<file path="src/shared/ipwc_params.svh">
`ifndef IPWC_PARAMS_SVH
`define IPWC_PARAMS_SVH

// Register indices; the APB byte address is four times the index
`define IPWC_IDX_WAKE_CFG 8'ha5
`define IPWC_IDX_SPI_SRC_EN 8'ha6
`define IPWC_IDX_IEN_LOW 8'ha8
`define IPWC_IDX_PRIO_LOW 8'ha9
`define IPWC_IDX_IEN_HIGH 8'hb8
`define IPWC_IDX_PRIO_HIGH 8'hb9
`define IPWC_IDX_REQ_FLAGS 8'hc0

// Reset values
`define IPWC_RST_WAKE_CFG 8'h00
`define IPWC_RST_SPI_SRC_EN 8'h01
`define IPWC_RST_IEN 8'h00
`define IPWC_RST_PRIO 8'h00
`define IPWC_RST_REQ_FLAGS 8'h00

// Writable bits; the others read as zero
`define IPWC_MASK_SPI_SRC_EN 8'h03
`define IPWC_MASK_IEN 8'hbf
`define IPWC_MASK_PRIO 8'h3f

// Field positions
`define IPWC_BIT_GLOBAL_EN 7
`define IPWC_BIT_SPI_MASTER 1
`define IPWC_BIT_SPI_SLAVE 0

// Vector addresses
`define IPWC_VEC_P03 16'h0003
`define IPWC_VEC_TIMER0 16'h000b
`define IPWC_VEC_CRYPTO 16'h0013
`define IPWC_VEC_TIMER1 16'h001b
`define IPWC_VEC_SERIAL 16'h0023
`define IPWC_VEC_TIMER2 16'h002b
`define IPWC_VEC_P04 16'h0033
`define IPWC_VEC_RADIO_SPI 16'h0043
`define IPWC_VEC_RADIO 16'h004b
`define IPWC_VEC_SPI 16'h0053
`define IPWC_VEC_USB_WAKE 16'h005b
`define IPWC_VEC_USB 16'h0063
`define IPWC_VEC_WAKE 16'h006b

`define IPWC_NUM_SRC 15
`define IPWC_NUM_LINES 16

`endif

</file>
<file path="src/shared/ipwc_pkg.sv">
package ipwc_pkg;

  typedef enum logic [1:0] {
    IPWC_DET_HIGH = 2'b00,
    IPWC_DET_FALL = 2'b01,
    IPWC_DET_RISE = 2'b10,
    IPWC_DET_BOTH = 2'b11
  } ipwc_detect_t;

  typedef enum logic [1:0] {
    IPWC_WAKE_IF_ENABLED = 2'b00,
    IPWC_WAKE_RESERVED = 2'b01,
    IPWC_WAKE_ALWAYS = 2'b10,
    IPWC_WAKE_IGNORE = 2'b11
  } ipwc_wake_t;

  typedef logic [1:0] ipwc_level_t;
  typedef logic [3:0] ipwc_src_t;

endpackage

</file>
<file path="src/rtl/ipwc_irq_ctrl.sv">
// Function
// - Taking an enabled request redirects the core to its vector address.
// - Vectors 0003,000B,0013,001B, shared 0023 serial, shared 002B timer 2.
// - Vectors 0043,004B, shared 0053 SPI, 005B,0063,006B.
// - Each source is detected by its own level or edge polarity.
// - Low enable register: bit 7 global gate, bits 5..0 per source.
// - High enable register bits 7,5..0 enable the newer sources.
// - SPI completions share a line, gated by master bit 1, slave bit 0.
// - Group level is high bit and low bit together, 11 highest.
// - Sources share priority by six fixed groups.
// - Request flag register holds eight flags at fixed bits.
// - Wake, USB, USB wake, SPI, radio flags clear on vectoring.
// - Wake field 00 needs enable, 10 always wakes, 11 ignores.
// - Wake fields govern radio, internal wake, USB, USB wake.
// - A waking source sets its flag even when disabled.
//
// The APB interface to the registers is this design's own decision.
`timescale 1ns/1ns
`include "ipwc_params.svh"
module ipwc_irq_ctrl
  import ipwc_pkg::*;
(
  input wire logic pclk, // Processor clock
  input wire logic presetn, // Async system reset, active low
  input wire logic psel, // APB select
  input wire logic penable, // APB access phase
  input wire logic pwrite, // APB direction, high for write
  input wire logic [11:0] paddr, // APB byte address
  input wire logic [31:0] pwdata, // APB write data
  output logic [31:0] prdata, // APB read data
  output logic pready, // APB ready
  output logic pslverr, // APB error on unmapped address
  input wire logic p03_pin_n, // Pin P0.3 request, active low
  input wire logic p04_pin_n, // Pin P0.4 request, active low
  input wire logic crypto_ready_request_n, // Crypto ready, active low
  input wire logic timer0_overflow_flag, // Timer 0 flag
  input wire logic timer1_overflow_flag, // Timer 1 flag
  input wire logic timer2_overflow_flag, // Timer 2 overflow
  input wire logic timer2_reload_flag, // Timer 2 external event
  input wire logic serial_rx_done, // Serial receive flag
  input wire logic serial_tx_done, // Serial transmit flag
  input wire logic radio_spi_ready, // Radio SPI ready
  input wire logic radio_request, // Radio request line
  input wire logic master_spi_complete, // Master SPI done line
  input wire logic slave_spi_complete, // Slave SPI done line
  input wire logic usb_request, // USB request line
  input wire logic usb_wake_request, // USB wakeup line
  input wire logic internal_wake_request, // Internal wakeup line
  output logic irq_req, // Request to core
  output logic [15:0] irq_vector, // Vector for irq_req
  input wire logic irq_ack, // Core takes the request
  input wire logic irq_return, // Core leaves a service routine
  input wire logic cpu_standby, // Core clock is stopped
  output logic cpu_wake // Pulse: restart the core clock
);

  ////////////////////////////////////////////////////////////////////////
  // Source table; index order is group order then table order

  localparam logic [2*`IPWC_NUM_LINES-1:0] DET_MODES = {
    IPWC_DET_BOTH, // 15 slave SPI
    IPWC_DET_FALL, // 14 crypto
    IPWC_DET_RISE, // 13 internal wake
    IPWC_DET_HIGH, // 12 timer 2 reload
    IPWC_DET_HIGH, // 11 timer 2 overflow
    IPWC_DET_RISE, // 10 USB
    IPWC_DET_HIGH, // 9 serial tx
    IPWC_DET_HIGH, // 8 serial rx
    IPWC_DET_RISE, // 7 USB wake
    IPWC_DET_HIGH, // 6 timer 1
    IPWC_DET_BOTH, // 5 master SPI
    IPWC_DET_FALL, // 4 P0.4
    IPWC_DET_HIGH, // 3 radio SPI ready
    IPWC_DET_HIGH, // 2 timer 0
    IPWC_DET_BOTH, // 1 radio
    IPWC_DET_FALL // 0 P0.3
  };

  function automatic logic [15:0] vec_of(input ipwc_src_t idx);
    case (idx)
      4'd0: vec_of = `IPWC_VEC_P03;
      4'd1: vec_of = `IPWC_VEC_RADIO;
      4'd2: vec_of = `IPWC_VEC_TIMER0;
      4'd3: vec_of = `IPWC_VEC_RADIO_SPI;
      4'd4: vec_of = `IPWC_VEC_P04;
      4'd5: vec_of = `IPWC_VEC_SPI;
      4'd6: vec_of = `IPWC_VEC_TIMER1;
      4'd7: vec_of = `IPWC_VEC_USB_WAKE;
      4'd8, 4'd9: vec_of = `IPWC_VEC_SERIAL;
      4'd10: vec_of = `IPWC_VEC_USB;
      4'd11, 4'd12: vec_of = `IPWC_VEC_TIMER2;
      4'd13: vec_of = `IPWC_VEC_WAKE;
      4'd14: vec_of = `IPWC_VEC_CRYPTO;
      default: vec_of = 16'h0000;
    endcase
  endfunction

  // Priority group; crypto has none and sits below all groups
  function automatic logic [2:0] grp_of(input ipwc_src_t idx);
    case (idx)
      4'd0, 4'd1: grp_of = 3'd0;
      4'd2, 4'd3: grp_of = 3'd1;
      4'd4, 4'd5: grp_of = 3'd2;
      4'd6, 4'd7: grp_of = 3'd3;
      4'd8, 4'd9, 4'd10: grp_of = 3'd4;
      4'd11, 4'd12, 4'd13: grp_of = 3'd5;
      default: grp_of = 3'd6;
    endcase
  endfunction

  // Request flag bits that hardware clears when the routine is vectored
  function automatic logic [7:0] autoclr_of(input ipwc_src_t idx);
    case (idx)
      4'd1: autoclr_of = 8'h02;
      4'd5: autoclr_of = 8'h04;
      4'd7: autoclr_of = 8'h08;
      4'd10: autoclr_of = 8'h10;
      4'd13: autoclr_of = 8'h20;
      default: autoclr_of = 8'h00;
    endcase
  endfunction

  function automatic logic wake_ok(input logic [1:0] field,
                                   input logic enable);
    case (ipwc_wake_t'(field))
      IPWC_WAKE_IF_ENABLED: wake_ok = enable;
      IPWC_WAKE_ALWAYS: wake_ok = 1'b1;
      default: wake_ok = 1'b0; // Reserved code is treated as ignore
    endcase
  endfunction

  ////////////////////////////////////////////////////////////////////////
  // Registers and state

  logic [7:0] wakeup_source_config;
  logic [7:0] spi_irq_source_enable;
  logic [7:0] irq_enable_low;
  logic [7:0] priority_bit_low;
  logic [7:0] irq_enable_high;
  logic [7:0] priority_bit_high;
  logic [7:0] irq_request_flags;
  logic [2:0] edge_flags;
  logic [3:0] in_service;
  ipwc_src_t sel_idx;
  ipwc_level_t sel_lvl;

  logic [`IPWC_NUM_LINES-1:0] raw_lines;
  logic [`IPWC_NUM_LINES-1:0] ev;
  logic [`IPWC_NUM_SRC-1:0] pend;
  logic [`IPWC_NUM_SRC-1:0] en;
  logic spi_set;
  logic [7:0] flag_set;
  logic wr_en;
  logic rd_setup;
  logic [9:0] word_addr;
  logic hit;
  logic [7:0] rd_val;
  logic found;
  ipwc_src_t best_idx;
  ipwc_level_t best_lvl;
  logic run_active;
  ipwc_level_t run_lvl;
  logic next_req;
  logic [7:0] next_flags;
  logic [3:0] next_in_service;

  ////////////////////////////////////////////////////////////////////////
  // Request detection

  assign raw_lines = {slave_spi_complete, crypto_ready_request_n,
                      internal_wake_request, timer2_reload_flag,
                      timer2_overflow_flag, usb_request, serial_tx_done,
                      serial_rx_done, usb_wake_request,
                      timer1_overflow_flag, master_spi_complete,
                      p04_pin_n, radio_spi_ready, timer0_overflow_flag,
                      radio_request, p03_pin_n};

  ipwc_edge_detect #(
    .N(`IPWC_NUM_LINES),
    .MODES(DET_MODES)
  ) ipwc_edge_detect_inst (
    .pclk(pclk),
    .presetn(presetn),
    .src_level(raw_lines),
    .src_event(ev)
  );

  // Both completions share one line, each behind its own source bit
  assign spi_set = (ev[5] & spi_irq_source_enable[`IPWC_BIT_SPI_MASTER])
                 | (ev[15] & spi_irq_source_enable[`IPWC_BIT_SPI_SLAVE]);

  // Flags set on radio, radio SPI, USB, USB wake, internal wake, timer 2 and gated SPI events, enabled or not, so waking sources show
  assign flag_set = {ev[12], ev[11], ev[13], ev[10], ev[7], spi_set,
                     ev[1], ev[3]};

  ////////////////////////////////////////////////////////////////////////
  // Pending and enable per source

  assign pend = {edge_flags[2], irq_request_flags[5], irq_request_flags[7],
                 irq_request_flags[6], irq_request_flags[4],
                 serial_tx_done, serial_rx_done, irq_request_flags[3],
                 timer1_overflow_flag, irq_request_flags[2], edge_flags[1],
                 irq_request_flags[0], timer0_overflow_flag,
                 irq_request_flags[1], edge_flags[0]};

  assign en = {1'b1, irq_enable_high[5], irq_enable_high[7],
               irq_enable_low[5], irq_enable_high[4], irq_enable_low[4],
               irq_enable_low[4], irq_enable_high[3], irq_enable_low[3],
               irq_enable_high[2], irq_enable_low[2], irq_enable_high[0],
               irq_enable_low[1], irq_enable_high[1],
               irq_enable_low[0]};

  ////////////////////////////////////////////////////////////////////////
  // Arbitration

  always_comb begin
    logic [2:0] g;
    ipwc_level_t l;
    g = 3'd0;
    l = 2'd0;
    found = 1'b0;
    best_idx = 4'd0;
    best_lvl = 2'd0;
    for (int i = 0; i < `IPWC_NUM_SRC; i++) begin
      g = grp_of(4'(i));
      l = (g < 3'd6) ? {priority_bit_high[g], priority_bit_low[g]}
                     : 2'd0;
      // Strict compare keeps the lowest index among equal levels
      if (pend[i] && en[i] && irq_enable_low[`IPWC_BIT_GLOBAL_EN] &&
          (!found || l > best_lvl)) begin
        found = 1'b1;
        best_idx = 4'(i);
        best_lvl = l;
      end
    end
  end

  always_comb begin
    run_active = |in_service;
    run_lvl = 2'd0;
    for (int k = 0; k < 4; k++) begin
      if (in_service[k]) begin
        run_lvl = 2'(k);
      end
    end
  end

  // Only a strictly higher level pre-empts a running routine
  assign next_req = found && (!run_active || best_lvl > run_lvl) &&
                    !irq_ack;

  always_ff @(posedge pclk or negedge presetn) begin
    if (!presetn) begin
      irq_req <= 1'b0;
    end else begin
      irq_req <= next_req;
    end
  end

  // The offered source is frozen in the cycle the core takes it
  always_ff @(posedge pclk or negedge presetn) begin
    if (!presetn) begin
      irq_vector <= 16'h0000;
      sel_idx <= 4'd0;
      sel_lvl <= 2'd0;
    end else if (!irq_ack) begin
      irq_vector <= vec_of(best_idx);
      sel_idx <= best_idx;
      sel_lvl <= best_lvl;
    end
  end

  always_comb begin
    next_in_service = in_service;
    if (irq_return) begin
      next_in_service[run_lvl] = 1'b0;
    end
    if (irq_ack && irq_req) begin
      next_in_service[sel_lvl] = 1'b1;
    end
  end

  always_ff @(posedge pclk or negedge presetn) begin
    if (!presetn) begin
      in_service <= 4'h0;
    end else begin
      in_service <= next_in_service;
    end
  end

  ////////////////////////////////////////////////////////////////////////
  // Pin and crypto flags; no register bit, cleared only on vectoring

  always_ff @(posedge pclk or negedge presetn) begin
    if (!presetn) begin
      edge_flags <= 3'b000;
    end else begin
      edge_flags[0] <= ev[0] | (edge_flags[0] &
                       ~(irq_ack && irq_req && sel_idx == 4'd0));
      edge_flags[1] <= ev[4] | (edge_flags[1] &
                       ~(irq_ack && irq_req && sel_idx == 4'd4));
      edge_flags[2] <= ev[14] | (edge_flags[2] &
                       ~(irq_ack && irq_req && sel_idx == 4'd14));
    end
  end

  ////////////////////////////////////////////////////////////////////////
  // APB slave; zero wait states, read data captured in the setup cycle

  assign word_addr = paddr[11:2];
  assign wr_en = psel & penable & pwrite & hit;
  assign rd_setup = psel & ~penable & ~pwrite;
  assign pready = 1'b1;
  assign pslverr = psel & penable & ~hit;

  always_comb begin
    hit = 1'b1;
    rd_val = 8'h00;
    unique case (word_addr)
      {2'b00, `IPWC_IDX_WAKE_CFG}: rd_val = wakeup_source_config;
      {2'b00, `IPWC_IDX_SPI_SRC_EN}: rd_val = spi_irq_source_enable;
      {2'b00, `IPWC_IDX_IEN_LOW}: rd_val = irq_enable_low;
      {2'b00, `IPWC_IDX_PRIO_LOW}: rd_val = priority_bit_low;
      {2'b00, `IPWC_IDX_IEN_HIGH}: rd_val = irq_enable_high;
      {2'b00, `IPWC_IDX_PRIO_HIGH}: rd_val = priority_bit_high;
      {2'b00, `IPWC_IDX_REQ_FLAGS}: rd_val = irq_request_flags;
      default: hit = 1'b0;
    endcase
  end

  always_ff @(posedge pclk or negedge presetn) begin
    if (!presetn) begin
      prdata <= 32'h0000_0000;
    end else if (rd_setup) begin
      prdata <= {24'h00_0000, rd_val};
    end
  end

  always_ff @(posedge pclk or negedge presetn) begin
    if (!presetn) begin
      wakeup_source_config <= `IPWC_RST_WAKE_CFG;
      spi_irq_source_enable <= `IPWC_RST_SPI_SRC_EN;
      irq_enable_low <= `IPWC_RST_IEN;
      priority_bit_low <= `IPWC_RST_PRIO;
      irq_enable_high <= `IPWC_RST_IEN;
      priority_bit_high <= `IPWC_RST_PRIO;
    end else if (wr_en) begin
      unique case (paddr[9:2])
        `IPWC_IDX_WAKE_CFG: wakeup_source_config <= pwdata[7:0];
        `IPWC_IDX_SPI_SRC_EN:
          spi_irq_source_enable <= pwdata[7:0] & `IPWC_MASK_SPI_SRC_EN;
        `IPWC_IDX_IEN_LOW:
          irq_enable_low <= pwdata[7:0] & `IPWC_MASK_IEN;
        `IPWC_IDX_PRIO_LOW:
          priority_bit_low <= pwdata[7:0] & `IPWC_MASK_PRIO;
        `IPWC_IDX_IEN_HIGH:
          irq_enable_high <= pwdata[7:0] & `IPWC_MASK_IEN;
        `IPWC_IDX_PRIO_HIGH:
          priority_bit_high <= pwdata[7:0] & `IPWC_MASK_PRIO;
        default: ;
      endcase
    end
  end

  // A new event wins over both the vectoring clear and a software write
  always_comb begin
    next_flags = irq_request_flags;
    if (irq_ack && irq_req) begin
      next_flags = next_flags & ~autoclr_of(sel_idx);
    end
    if (wr_en && paddr[9:2] == `IPWC_IDX_REQ_FLAGS) begin
      next_flags = pwdata[7:0];
    end
    next_flags = next_flags | flag_set;
  end

  always_ff @(posedge pclk or negedge presetn) begin
    if (!presetn) begin
      irq_request_flags <= `IPWC_RST_REQ_FLAGS;
    end else begin
      irq_request_flags <= next_flags;
    end
  end

  ////////////////////////////////////////////////////////////////////////
  // Wakeup gating; only sampled while the core is in standby

  always_ff @(posedge pclk or negedge presetn) begin
    if (!presetn) begin
      cpu_wake <= 1'b0;
    end else begin
      cpu_wake <= cpu_standby & (
        (ev[1] & wake_ok(wakeup_source_config[7:6], irq_enable_high[1])) |
        (ev[13] & wake_ok(wakeup_source_config[5:4], irq_enable_high[5])) |
        (ev[10] & wake_ok(wakeup_source_config[3:2], irq_enable_high[4])) |
        (ev[7] & wake_ok(wakeup_source_config[1:0], irq_enable_high[3])));
    end
  end

endmodule

</file>
<file path="src/rtl/ipwc_edge_detect.sv">
`timescale 1ns/1ns
module ipwc_edge_detect
  import ipwc_pkg::*;
#(
  parameter int N = 16,
  parameter logic [2*N-1:0] MODES = '0
) (
  input wire logic pclk, // Clock
  input wire logic presetn, // Async reset, active low
  input wire logic [N-1:0] src_level, // Raw request lines
  output logic [N-1:0] src_event // Detected request, one per line
);

  logic [N-1:0] prev;

  // Previous sample; reset low so a falling line cannot fire at start
  always_ff @(posedge pclk or negedge presetn) begin
    if (!presetn) begin
      prev <= '0;
    end else begin
      prev <= src_level;
    end
  end

  always_comb begin
    src_event = '0;
    for (int i = 0; i < N; i++) begin
      unique case (ipwc_detect_t'(MODES[2*i +: 2]))
        IPWC_DET_HIGH: src_event[i] = src_level[i];
        IPWC_DET_FALL: src_event[i] = prev[i] & ~src_level[i];
        IPWC_DET_RISE: src_event[i] = ~prev[i] & src_level[i];
        IPWC_DET_BOTH: src_event[i] = prev[i] ^ src_level[i];
      endcase
    end
  end

endmodule

</file>
<file path="config.mk">
export PLATFORM = sky130hd
export DESIGN_NAME = ipwc_irq_ctrl
export DESIGN_NICKNAME = d
export VERILOG_FILES = /design/src/shared/ipwc_pkg.sv /design/src/rtl/ipwc_irq_ctrl.sv /design/src/rtl/ipwc_edge_detect.sv
export VERILOG_INCLUDE_DIRS = /design/src /design/src/shared
export SDC_FILE = /design/constraint.sdc
export NUM_CORES = 1
export LEC_CHECK = 0
export BUFFER_PORTS_ARGS = -buffer_cell sky130_fd_sc_hd__buf_4
export CORE_ASPECT_RATIO = 1.75
export CORE_MARGIN = 2
export CORE_UTILIZATION = 59
export DETAILED_ROUTE_END_ITERATION = 8
export GPL_ROUTABILITY_DRIVEN = 0
export PLACE_DENSITY = 0.83
export SYNTH_ARGS = -nofsm -noshare
export SYNTH_HDL_FRONTEND = slang
export SYNTH_SLANG_ARGS = --single-unit
</file>
<file path="constraint.sdc">
create_clock -name pclk -period 51.8 [get_ports pclk]
set_input_delay 10.36 -clock pclk [delete_from_list [all_inputs] [get_ports pclk]]
set_output_delay 10.36 -clock pclk [all_outputs]
set_load 0.01 [all_outputs]
</file>
==> impl_metrics.json, run 1 <==
{
  "h-tree-depth": 3,
  "start_util_pct": 61.0,
  "num_rows": 45,
  "fin_skew_ns": 0.00475,
  "vdd_drop_max_uv": 23.7,
  "clk_latency_ns": 0.34,
  "design_area_um2": 6020,
  "power_density_nw_per_um2": 24.6,
  "drive_gt1_share_pct": 24.4,
  "vias": 4664,
  "groute.usage.overall_pct": 30.2,
  "worst_setup_path_start_kind": "primary input",
  "hold_path_class": "reg2reg",
  "core_area_um2": 8670,
  "ys.flop_type": "dfrtp_1",
  "critical_path.max_fanout": 9,
  "post-route-period-util_pct": 52.5,
  "fin_nets": 695,
  "avgSynthCellArea_um2": 9.62,
  "cts_buffers": 9,
  "path_class": "in2reg",
  "cp_slowest_cell": "o2111ai_1",
  "fillers": 687,
  "pin_count": 120,
  "io_buffers": 58,
  "multi_input_area_um2": 2950,
  "yosysTopAreaCell": "dfrtp_1",
  "grt_pass1_wl_um": 22100,
  "ys_types": 70,
  "crit_top_cell": "ha_1",
  "netlist_top_cells_area": "dfrtp_1 38%, mux2_2 10%, ha_1 5.2%",
  "dr.max_layer_used": "met4",
  "status": "finished with violations",
  "area_delta_synth_final_pct": 13.9,
  "hold_start": "in_service[0]",
  "grt_max_degree": 82,
  "relSlewSlack_pct": 17.5,
  "postRouteWirelength_um": 14000,
  "synth_seq_cells": 81,
  "wire_per_inst_um": 19.3,
  "yosysWarnings": 0,
  "dp_slack_ns": 24.50,
  "wl_met1_um": 4770,
  "rsz0062_at_grt": "no",
  "antenna_left": 0,
  "place_area_um2": 5700,
  "timing_hold_violations_final": 0,
  "fmax_ghz": 0.0367,
  "whs_ns": 0.514,
  "setup_viol": 0,
  "finalPower_uw": 148,
  "synth_edf_count": 0,
  "fin_crit_ns": 27.22,
  "cts_buffer_depth": 2,
  "drt_drc_violations_left": 1,
  "synthCells": 550,
  "antenna_found_initial": 0,
  "cpPeakStageDelay_ns": 0.47,
  "overflow": 0,
  "async_reset_ff_share_pct": 100,
  "cap_violations": 0,
  "yosysTopAreaCellShare_pct": 37.8,
  "crit_arrival_ns": 27.48,
  "failed_checks": "DRC",
  "cts-root-buf": "clkbuf_16",
  "die_height_um": 129,
  "cp-end-kind": "register",
  "ctsResizeCount": 0,
  "cts.clk_slew.worst_paths_ns": 0.06,
  "worstReg2RegStart": "edge_flags[0]",
  "grt_pass1_vias": 4628,
  "cts_setup_buffers": 0,
  "netlist_area_um2": 5290,
  "firstDrtPassIters": 9,
  "worst_pin_slew_ns": 1.23,
  "fin_tns_setup_ns": 0,
  "route.met3.wl_um": 931,
  "clock_sinks": 81,
  "vias_per_cell": 6.42,
  "ys_seq_area_share_pct": 38.3,
  "cts_tree": "built",
  "dieArea_um2": 9770,
  "first_iter_violations": 443,
  "timing.final.max_slew_violations": 0,
  "startpoint": "timer0_overflow_flag",
  "p_leak_nw": 2.73,
  "regArea_um2": 2030,
  "worstPathRequired_ns": 52.06,
  "dp_hpwl_um": 10600,
  "diodes": 0,
  "wl_met2_um": 7240,
  "chipWidth_um": 75.6,
  "setup_slack_ns": 24.58,
  "cts_hold_buf": 0
}
-- worst max-delay path, delay by kind of cell --
kind	cells	cell delay [ns]
compound gates	23	5.21
fa+ha+maj	13	3.75
buf+inv	2	0.17
mux	9	2.99
simple gates	25	4.97
-- cell type report --
| cell class | count | share of cell area (%) |
|---|---|---|
| multi-input cells | 422 | 49.0 |
| flip-flops and latches | 81 | 33.7 |
| repair buffers | 60 | 7.48 |
| clock buffers | 9 | 3.74 |
| well taps | 117 | 2.43 |
| inverters | 31 | 1.93 |
| clock inverters | 7 | 1.70 |
-- metal layers --
metal,vias up,global-route usage (%)
met5,-,0
met4,0,22.8
met3,83,6.07
met2,261,50.9
met1,2218,31.9
li1,2102,-
-- final timing paths --
path	to	slack [ns]	cells past startpoint
setup / recovery	irq_vector[3]	24.58	72
hold / removal	in_service[0]	0.51	2
min in group asynchronous	irq_vector[5]	10.17	1
setup reg to reg	irq_vector[3]	32.76	75
hold reg to reg	in_service[0]	0.51	2
max in group asynchronous	prdata[0]	40.98	1
-- cells by family (layout without fill, tap and decap cells) --
| kind of cell | count (synthesis) | in the layout | share of synthesized area (%) |
|---|---|---|---|
| simple gates | 163 | 163 | 15.7 |
| mux | 53 | 53 | 11.2 |
| compound gates | 144 | 144 | 20.3 |
| buf+inv | 80 | 107 | 8.25 |
| xor+xnor | 3 | 3 | 0.497 |
| other cells | 2 | 35 | 0.142 |
| flops | 81 | 81 | 38.3 |
| fa+ha+maj | 24 | 24 | 5.58 |
-- flip-flops by register name, indices dropped and copies added (netlist names), 2 cells and up --
signal / count
edge_flags: 3
in_service: 4
ipwc_edge_detect_inst.prev: 9
irq_enable_high: 7
irq_enable_low: 7
irq_request_flags: 8
irq_vector: 5
prdata: 8
priority_bit_high: 6
priority_bit_low: 6
sel_idx: 4
sel_lvl: 2
spi_irq_source_enable: 2
wakeup_source_config: 8
-- report_power, final --
| group | leakage (nW) | internal (mW) | total [mW] | switching (mW) |
|---|---|---|---|---|
| logic | 1.54 | 0.00476 | 0.0116 | 0.00681 |
| registers | 1.03 | 0.0649 | 0.0659 | 0.00108 |
| clock network | 0.162 | 0.0428 | 0.0703 | 0.0275 |
| total | 2.73 | 0.112 | 0.148 | 0.0354 |
-- layout by cell type, fill, tap and decap left out, types with 5 or more instances in the layout --
master / count
inv_1: 31
nor4_1: 5
mux2_2: 49
and3_1: 10
nand2b_1: 6
o211ai_1: 6
ha_1: 22
a211o_1: 5
nand3_1: 11
nor2_1: 44
a22oi_1: 7
or2_2: 8
a22o_1: 7
dfrtp_1: 80
buf_4: 60
nand2_1: 36
nor2b_1: 5
nor3_1: 11
a31oi_1: 8
a222oi_1: 11
o31ai_1: 8
clkbuf_16: 9
a21oi_1: 24
conb_1: 35
o21ai_0: 26
-- stage by stage --
step                      util (%)  std cells
after floorplan                  -        583
after global placement        65.7        711
after detailed placement      65.7        711
after CTS                     69.5        727
after global routing          69.5        727
final                         69.5        727
-- cell usage after synthesis, drive strengths merged (3+ instances only) --
| library cell | number |
|---|---|
| dfrtp | 80 |
| mux2 | 49 |
| nor2 | 45 |
| buf | 38 |
| nand2 | 36 |
| inv | 31 |
| o21ai | 26 |
| a21oi | 24 |
| ha | 22 |
| nor3 | 12 |
| a222oi | 11 |
| clkbuf | 11 |
| nand3 | 11 |
| and3 | 10 |
| a22o | 8 |
| a22oi | 8 |
| a31oi | 8 |
| o31ai | 8 |
| or2 | 8 |
| o211ai | 7 |
| nand2b | 6 |
| or3 | 6 |
| a211o | 5 |
| nor2b | 5 |
| nor4 | 5 |
| a221o | 4 |
| a221oi | 4 |
| a32oi | 4 |
| and2 | 4 |
| mux2i | 4 |
| nand4 | 4 |
| a31o | 3 |
| o2111ai | 3 |
| o22ai | 3 |
| or3b | 3 |
No activity file was read; power rests on OpenSTA's default activity.
==> run 2: changes to the inputs <==
--- a/config.mk
+++ b/config.mk
@@ -9,10 +9,10 @@
 export BUFFER_PORTS_ARGS = -buffer_cell sky130_fd_sc_hd__buf_4
 export CORE_ASPECT_RATIO = 1.75
 export CORE_MARGIN = 2
-export CORE_UTILIZATION = 59
+export CORE_UTILIZATION = 55
 export DETAILED_ROUTE_END_ITERATION = 8
 export GPL_ROUTABILITY_DRIVEN = 0
-export PLACE_DENSITY = 0.83
+export PLACE_DENSITY = 0.78
 export SYNTH_ARGS = -nofsm -noshare
 export SYNTH_HDL_FRONTEND = slang
 export SYNTH_SLANG_ARGS = --single-unit
==> constraint.sdc (replaced) <==
create_clock -name pclk -period 27.5 [get_ports pclk]
set_input_delay 5.5 -clock pclk [delete_from_list [all_inputs] [get_ports pclk]]
set_output_delay 5.5 -clock pclk [all_outputs]
set_load 0.01 [all_outputs]
==> impl_metrics.json, run 2 (synthesized netlist as in run 1, its figures left out) <==
{
  "place_area_um2": 5720,
  "chipWidth_um": 78.1,
  "fin_crit_ns": 22.43,
  "dieArea_um2": 10400,
  "top_register": "ipwc_edge_detect_inst.prev",
  "first_iter_violations": 450,
  "cp_slowest_cell": "o2111ai_1",
  "placed_cells": 718,
  "largest_reg_flops": 9,
  "dr.max_layer_used": "met4",
  "crit_top_cell": "ha_1",
  "clk_latency_ns": 0.34,
  "timing_hold_violations_final": 0,
  "vdd_drop_max_uv": 51.4,
  "cap_violations": 0,
  "post-route-period-util_pct": 81.6,
  "fin_nets": 697,
  "antenna_found_initial": 0,
  "num_rows": 47,
  "timing.final.max_slew_violations": 0,
  "grt_pass1_vias": 4683,
  "vias_per_cell": 6.35,
  "area_delta_synth_final_pct": 13.9,
  "hold_path_class": "reg2reg",
  "fillers": 753,
  "groute.usage.overall_pct": 27.7,
  "status": "complete, no violations",
  "die_height_um": 134,
  "fmax_ghz": 0.0446,
  "pin_count": 120,
  "ctsResizeCount": 0,
  "cp-end-kind": "register",
  "route.met3.wl_um": 816,
  "cts_buffer_depth": 2,
  "cts_tree": "built",
  "cts_hold_buf": 0,
  "clock_sinks": 81,
  "design_area_um2": 6020,
  "final_cells": 734,
  "worst_pin_slew_ns": 1.21,
  "critical_path.max_fanout": 9,
  "start_util_pct": 56.2,
  "antenna_left": 0,
  "path_buf_inv": 2,
  "grt_max_degree": 82,
  "setup_viol": 0,
  "cts-root-buf": "clkbuf_16",
  "vias": 4661,
  "fin_skew_ns": 0.00574,
  "cts_buffers": 9,
  "wl_met1_um": 4970,
  "core_area_um2": 9410,
  "diodes": 0,
  "cts.clk_slew.worst_paths_ns": 0.06,
  "worstPathRequired_ns": 27.75,
  "grt_pass1_wl_um": 22500,
  "path_class": "in2reg",
  "relSlewSlack_pct": 18.9,
  "fin_util_pct": 64.0,
  "firstDrtPassIters": 7,
  "wl_met2_um": 7610,
  "fin_tns_setup_ns": 0,
  "cpPeakStageDelay_ns": 0.45,
  "cts_setup_buffers": 0,
  "dp_hpwl_um": 10800,
  "final_cell_mix": "80 x dfrtp_1, 62 x buf_4, 49 x mux2_2",
  "finalPower_uw": 268,
  "r2r_slack_ns": 8.40,
  "power_density_nw_per_um2": 44.5,
  "drive_gt1_share_pct": 24.7,
  "cp_top_family": "compound AO/OA/AOI/OAI gates",
  "p_leak_nw": 2.72,
  "h-tree-depth": 3,
  "crit_arrival_ns": 22.69,
  "wire_per_inst_um": 19.3,
  "drt_drc_violations_left": 0,
  "final_common_cell": "dfrtp_1",
  "overflow": 0,
  "io_buffers": 58,
  "rsz0062_at_grt": "no",
  "postRouteWirelength_um": 14200,
  "worst_setup_path_start_kind": "primary input"
}
run 2: cell types whose count changed in the layout (fill, tap and decap cells not counted):
cell,change
bufinv_16,-1
inv_8,-1
inv_6,-1
clkinvlp_4,+2
clkbuf_8,+1
buf_4,+2
run 2: area by class of cell:
class	count	area [um2]	share of cell area, %
clock inverters	6	67.6	1.12
clock buffers	10	239	3.97
repair buffers	62	465	7.73
well taps	122	153	2.53
flip-flops and latches	81	2030	33.7
multi-input cells	422	2950	49.0
inverters	31	116	1.93
run 2: metrics by stage:
stage          hold WS, ns  worst slack (ns)
6_report             0.514              5.07
2_1_floorplan        0.471              7.13
5_1_grt              0.518              4.07
4_1_cts              0.514              5.23
3_3_place_gp         0.488              5.41
3_5_place_dp         0.498              4.94
run 2: layer usage:
layer / track usage, % / vias to the layer above
li1: - / 2100
met1: 29.4 / 2259
met2: 50.3 / 237
met3: 4.40 / 65
met4: 17.0 / 0
met5: 0 / -
run 2: final timing paths:
check	from	endpoint	depth (start not counted)
min in group asynchronous	presetn	prdata[6]	1
hold / removal	irq_vector[6]	irq_vector[6]	1
hold reg to reg	irq_vector[6]	irq_vector[6]	1
max in group asynchronous	presetn	wakeup_source_config[0]	1
setup reg to reg	edge_flags[0]	irq_req	75
setup / recovery	timer0_overflow_flag	irq_req	72
run 2: where the power goes:
group	switching [mW]	internal (mW)
Clock	0.0493	0.0729
Combinational	0.0129	0.00898
Sequential	0.00200	0.122
